`config.mk`:
```
export PLATFORM = sky130hd
export DESIGN_NAME = sfr_irq_regs
export DESIGN_NICKNAME = d
export VERILOG_FILES = /design/src/inc/sfr_pkg.sv /design/src/verilog/sfr_irq_regs.sv
export SDC_FILE = /design/constraint.sdc
export NUM_CORES = 1
export LEC_CHECK = 0
export ABC_AREA = 1
export BUFFER_PORTS_ARGS = -buffer_cell sky130_fd_sc_hd__buf_2
export CORE_MARGIN = 2
export CORE_UTILIZATION = 30
export DETAILED_ROUTE_END_ITERATION = 8
export PLACE_DENSITY = 0.62
export SLEW_MARGIN = 20
export SYNTH_ARGS = -nofsm -noshare
export SYNTH_HDL_FRONTEND = slang
export SYNTH_SLANG_ARGS = --single-unit
```
`constraint.sdc`:
```
create_clock -name CLK_I -period 1.7 [get_ports CLK_I]
set_input_delay 0.255 -clock CLK_I [delete_from_list [all_inputs] [get_ports CLK_I]]
set_output_delay 0.255 -clock CLK_I [all_outputs]
set_load 0.01 [all_outputs]
```
`src/inc/sfr_pkg.sv`:
```
// Constants and carriers for the system interrupt enable and flag registers
package sfr_pkg;
    // Bus geometry
    localparam int ADDR_W = 4;
    localparam int DATA_W = 8;

    // Register offsets in the byte address space
    localparam logic [ADDR_W-1:0] OFS_IRQ_EN1 = 4'h0;
    localparam logic [ADDR_W-1:0] OFS_IRQ_EN2 = 4'h1;
    localparam logic [ADDR_W-1:0] OFS_IRQ_FLG1 = 4'h2;
    localparam logic [ADDR_W-1:0] OFS_IRQ_FLG2 = 4'h3;

    // Enable register bit positions
    localparam int EN_WDT = 0;
    localparam int EN_OSC = 1;
    localparam int EN_NMI = 4;
    localparam int EN_FLASH = 5;

    // Flag register bit positions
    localparam int FLG_WDT = 0;
    localparam int FLG_OSC = 1;
    localparam int FLG_POR = 2;
    localparam int FLG_RST = 3;
    localparam int FLG_NMI = 4;

    // Bits physically present; all others read as zero
    localparam logic [DATA_W-1:0] EN_IMPL_MASK = 8'h33;
    localparam logic [DATA_W-1:0] FLG_IMPL_MASK = 8'h1F;

    // Reset values on power-on reset
    localparam logic [DATA_W-1:0] EN_POR_VAL = 8'h00;
    localparam logic [DATA_W-1:0] FLG_POR_VAL = 8'h06;

    // Bits forced by power-up clear, and the value they take
    localparam logic [DATA_W-1:0] EN_PUC_MASK = 8'h33;
    localparam logic [DATA_W-1:0] EN_PUC_VAL = 8'h00;
    localparam logic [DATA_W-1:0] FLG_PUC_MASK = 8'h12;
    localparam logic [DATA_W-1:0] FLG_PUC_VAL = 8'h02;

    // Hardware events from the watchdog, clock system, reset pin and flash
    typedef struct packed {
        logic wdt_overflow;      // Counter overflow, one-cycle pulse
        logic wdt_interval_mode; // Level: watchdog runs as interval timer
        logic key_violation;     // Wrong security key written, pulse
        logic osc_fault;         // Oscillator fault detected, level or pulse
        logic pin_reset;         // Reset seen at the reset pin in reset mode, pulse
        logic pin_nmi;           // NMI edge at the reset pin in interrupt mode, pulse
        logic flash_violation;   // Access violation flag held in the flash module
    } sfr_evt_s;
endpackage

```
`src/verilog/sfr_irq_regs.sv`:
```
// Chosen here: the address-and-strobe port.
`timescale 1ns/1ps
`default_nettype none

module sfr_irq_regs
(
    input wire logic CLK_I,
    input wire logic RESET_I,
    input wire logic PUC_I,
    input wire logic [sfr_pkg::ADDR_W-1:0] ADDR_I,
    input wire logic [sfr_pkg::DATA_W-1:0] WDATA_I,
    input wire logic WE_I,
    input wire logic RE_I,
    input wire sfr_pkg::sfr_evt_s EVT_I,
    output logic [sfr_pkg::DATA_W-1:0] RDATA_O,
    output logic WDT_IRQ_O,
    output logic NMI_IRQ_O,
    output logic IRQ_O
);
    import sfr_pkg::*;

    logic [DATA_W-1:0] en_r;
    logic [DATA_W-1:0] en_nxt;
    logic [DATA_W-1:0] flg_r;
    logic [DATA_W-1:0] flg_nxt;
    logic [DATA_W-1:0] rdata_r;
    logic [DATA_W-1:0] rdata_nxt;
    logic wdt_irq_r;
    logic wdt_irq_nxt;
    logic nmi_irq_r;
    logic nmi_irq_nxt;
    logic irq_r;
    logic irq_nxt;
    logic [DATA_W-1:0] flg_set;
    logic [DATA_W-1:0] flg_clr;

    // Hardware set and clear terms for the flag register
    always_comb
    begin
        flg_set = '0;
        flg_clr = '0;
        flg_set[FLG_WDT] = EVT_I.wdt_overflow | EVT_I.key_violation;
        flg_set[FLG_OSC] = EVT_I.osc_fault;
        flg_set[FLG_NMI] = EVT_I.pin_nmi;
        flg_set[FLG_RST] = EVT_I.pin_reset;
        flg_clr[FLG_WDT] = EVT_I.pin_reset;
    end

    // Register file next state; power-on is the synchronous reset below
    always_comb
    begin
        en_nxt = en_r;
        flg_nxt = flg_r;
        if (WE_I && ADDR_I == OFS_IRQ_EN1)
        begin
            en_nxt = WDATA_I;
        end
        // software writes zero to clear a flag
        else if (WE_I && ADDR_I == OFS_IRQ_FLG1)
        begin
            flg_nxt = WDATA_I;
        end
        // Set beats a same-cycle write or pin-reset clear; power-up clear below still drops a pin NMI
        flg_nxt = (flg_nxt & ~flg_clr) | flg_set;
        // power-up clear forces the plain-marked bits
        if (PUC_I)
        begin
            en_nxt = (en_nxt & ~EN_PUC_MASK) | EN_PUC_VAL;
            flg_nxt = (flg_nxt & ~FLG_PUC_MASK) | FLG_PUC_VAL;
        end
        // absent bits never hold a value
        en_nxt = en_nxt & EN_IMPL_MASK;
        flg_nxt = flg_nxt & FLG_IMPL_MASK;
    end

    // Read port: data stand only in the cycle after the strobe
    always_comb
    begin
        rdata_nxt = '0;
        if (RE_I)
        begin
            if (ADDR_I == OFS_IRQ_EN1)
            begin
                rdata_nxt = en_r;
            end
            else if (ADDR_I == OFS_IRQ_FLG1)
            begin
                rdata_nxt = flg_r;
            end
            // Second enable and flag bytes and unmapped addresses read zero
            else
            begin
                rdata_nxt = '0;
            end
        end
    end

    // Interrupt requests, registered so that outputs come from flops
    always_comb
    begin
        // enable only acts in interval timer mode
        wdt_irq_nxt = flg_r[FLG_WDT] & en_r[EN_WDT] & EVT_I.wdt_interval_mode;
        // own enables only, the CPU's GIE is not consulted here
        nmi_irq_nxt = (flg_r[FLG_NMI] & en_r[EN_NMI]) |
                      (flg_r[FLG_OSC] & en_r[EN_OSC]) |
                      (EVT_I.flash_violation & en_r[EN_FLASH]);
        // request only while flag and enable both set
        irq_nxt = wdt_irq_nxt | nmi_irq_nxt;
    end

    // Register file; RESET_I is the power-on reset
    always_ff @(posedge CLK_I)
    begin
        if (RESET_I)
        begin
            // bracketed bits take their value only here
            en_r <= EN_POR_VAL;
            flg_r <= FLG_POR_VAL;
        end
        else
        begin
            en_r <= en_nxt;
            flg_r <= flg_nxt;
        end
    end

    // Read data register, cleared so a stale byte never lingers
    always_ff @(posedge CLK_I)
    begin
        if (RESET_I)
        begin
            rdata_r <= '0;
        end
        else
        begin
            rdata_r <= rdata_nxt;
        end
    end

    // Request registers; one cycle of latency buys glitch-free outputs
    always_ff @(posedge CLK_I)
    begin
        if (RESET_I)
        begin
            wdt_irq_r <= 1'b0;
            nmi_irq_r <= 1'b0;
            irq_r <= 1'b0;
        end
        else
        begin
            wdt_irq_r <= wdt_irq_nxt;
            nmi_irq_r <= nmi_irq_nxt;
            irq_r <= irq_nxt;
        end
    end

    assign RDATA_O = rdata_r;
    assign WDT_IRQ_O = wdt_irq_r;
    assign NMI_IRQ_O = nmi_irq_r;
    assign IRQ_O = irq_r;
endmodule

`default_nettype wire
```
==> impl_metrics.yaml <==
logic_synthesis:
  yosys_register_bits: 18
  yosysWarningCount: 0
  synth_cell_type_count: 20
  synth_mux_area_frac: 0
  syn_avg_cell_area_um2: 8.035
  synthAdderAreaFrac: 0
  synth-simple-area-share: 0.2612
  synth_top_family_by_area: "simple AND/OR/NAND/NOR gates"
  synth_xor_xnor_area_share: 0
  netlist_instances: 90
  ys_seq_area_frac: 0.4983
  synth_compound_area_frac: 0.1246
  syn-cell-area_um2: 723.2
sta:
  setup_violations: 0
  fin_crit_ns: 0.9971
  final.setup_skew_ns: 0.007427
  grt_setup_unrepaired: "false"
  hold_slack_ns: 0.1605
  fmax_ghz: 1.003
  setup_slack_ns: 0.7029
  post-route-period-util: 0.5865
  hold_violations: 0
  drv_slew: 0
  fin_setup_tns_ns: 0
detailed_routing:
  post_drt_wl_per_cell_um: 10.20
  viasPerCell: 4.407
  drt_wl_total_um: 1530
  postRouteAntennaNets: 0
  first_pass_iters: 4
  drc: 0
  drtIter0Drc: 19
  vias: 661
grt:
  track_usage: 0.1214
  grt_pass1_vias: 579
  overflow: 0
  grt_pass1_wl_um: 2442
  grt_max_degree: 10
  antenna_found_initial: 0
clock_tree:
  cts_resized: 0
  clk_path_buf_depth: 2
  htreeDepth: 1
  cts_hold_buf: 0
  cts_tree: "done"
  clk_pin_slew_ns: 0.10
  post-cts-setup-buffer-count: 0
  numCtsBuffers: 3
  cts.sinks: 18
  cts-root-buf: "clkbuf_4"
  clk_latency_ns: 0.29
floorplanning:
  ios: 35
  die_x_um: 53.10
  die_h_um: 53.10
  start_util: 0.3208
  core_mm2: 0.002255
  dieArea_mm2: 0.002820
  num_rows: 17
placement:
  gp_congestion: 0.7620
  io_buffer_count: 30
  pre_cts_ws_ns: 0.5600
  dpl.hpwl_um: 1261
  placed_area_um2: 897.1
  placed_cells: 147
finish:
  final_cells: 150
  nNetsFinal: 148
  layout_common_cells: "buf_2 (30), dfxtp_1 (18), nand2_1 (17)"
  multi_input_area_um2: 286.5
  fillCellCount: 247
  areaGrowthSynthToFinish_pct: 27.16
  layout_commonest_cell: "buf_2"
  seq_area_um2: 360.3
  drive_gt1_frac: 0.3361
  final_cell_area_um2: 919.6
  antenna_cells: 0
  utilization: 0.4079
critical_path:
  critical_path.top_delay_family: "flip-flops"
  required_ns: 1.44
  critPathLaunchType: "flop"
  worstPathArrival_ns: 0.74
  crit_buf_inv: 1
  path_class: "flop to output pin"
  cp-end-kind: "output pin"
  critical-path-slowest-cell: "dfxtp_1"
  worstPathCellList: "buf_2"
  cp_slowest_stage_delay_ns: 0.33
  worstPathMaxFanout: 1
min_path:
  hold_class: "primary input to flop"
power_and_ir_drop:
  p_total_mw: 0.7109
  vdd_ir_drop_max_v: 0.0003239
  leakage_nw: 0.4546
  p_per_area_mw_per_mm2: 773.1
job:
  drv_cap: 0
run_status:
  outcome: "finished, final reports clean"
-- cell families after synthesis --
group	after synthesis
buf+inv	19
simple gates	36
compound gates	16
flops	18
other cells	1
-- layout make-up --
class                           count  share of cell area
Multi-Input combinational cell     54              0.3116
Clock buffer                        3             0.02449
Tap cell                           28             0.03810
Inverter                           17             0.07075
Timing Repair Buffer               30              0.1633
Sequential cell                    18              0.3918
-- state kept, by name, indices dropped and copies added (netlist names) --
register / flops
flg_r: 5
RDATA_O: 6
IRQ_O: 1
NMI_IRQ_O: 1
WDT_IRQ_O: 1
en_r: 4
-- per-layer routing --
metal  wire length [µm]  share of wire  GRT usage  vias to the layer above
met4                 40          0.026    0.07692                        0
met5                  0              0          0                        -
met1                702           0.46     0.1574                      281
met2                667           0.44     0.1854                       27
li1                   -              -          -                      348
met3                120          0.078    0.01977                        5
-- cells in the mapped netlist --
cell type	n	area share
nor3_1	1	0.0069
inv_2	1	0.0052
nor2_2	1	0.0087
nand4_2	1	0.017
inv_1	15	0.078
nand3_4	1	0.024
o31ai_1	3	0.031
nor2_4	2	0.031
nand3_1	6	0.042
clkinv_2	1	0.0069
buf_4	2	0.021
nor2_1	5	0.026
nand2_1	17	0.088
nand2_2	1	0.0087
dfxtp_1	18	0.50
conb_1	1	0.0052
o21ai_0	5	0.035
o211ai_1	1	0.010
a21oi_1	7	0.048
nand4_1	1	0.0087
-- path summary, 6_finish.rpt --
check,start,endpoint,slack [ns],depth (start not counted)
hold / removal,EVT_I[3],flg_r[1],0.16,3
setup / recovery,NMI_IRQ_O,NMI_IRQ_O,0.70,1
setup reg to reg,en_r[1],RDATA_O[1],0.97,2
hold reg to reg,flg_r[3],RDATA_O[3],0.45,2
-- power by group --
group	leakage, nW	total, mW	internal, mW	switching, mW
logic	0.295	0.0701	0.0301	0.0400
registers	0.146	0.433	0.429	0.00402
clock network	0.0138	0.208	0.0825	0.126
total	0.455	0.711	0.541	0.170
No activity file was read; power rests on OpenSTA's default activity.
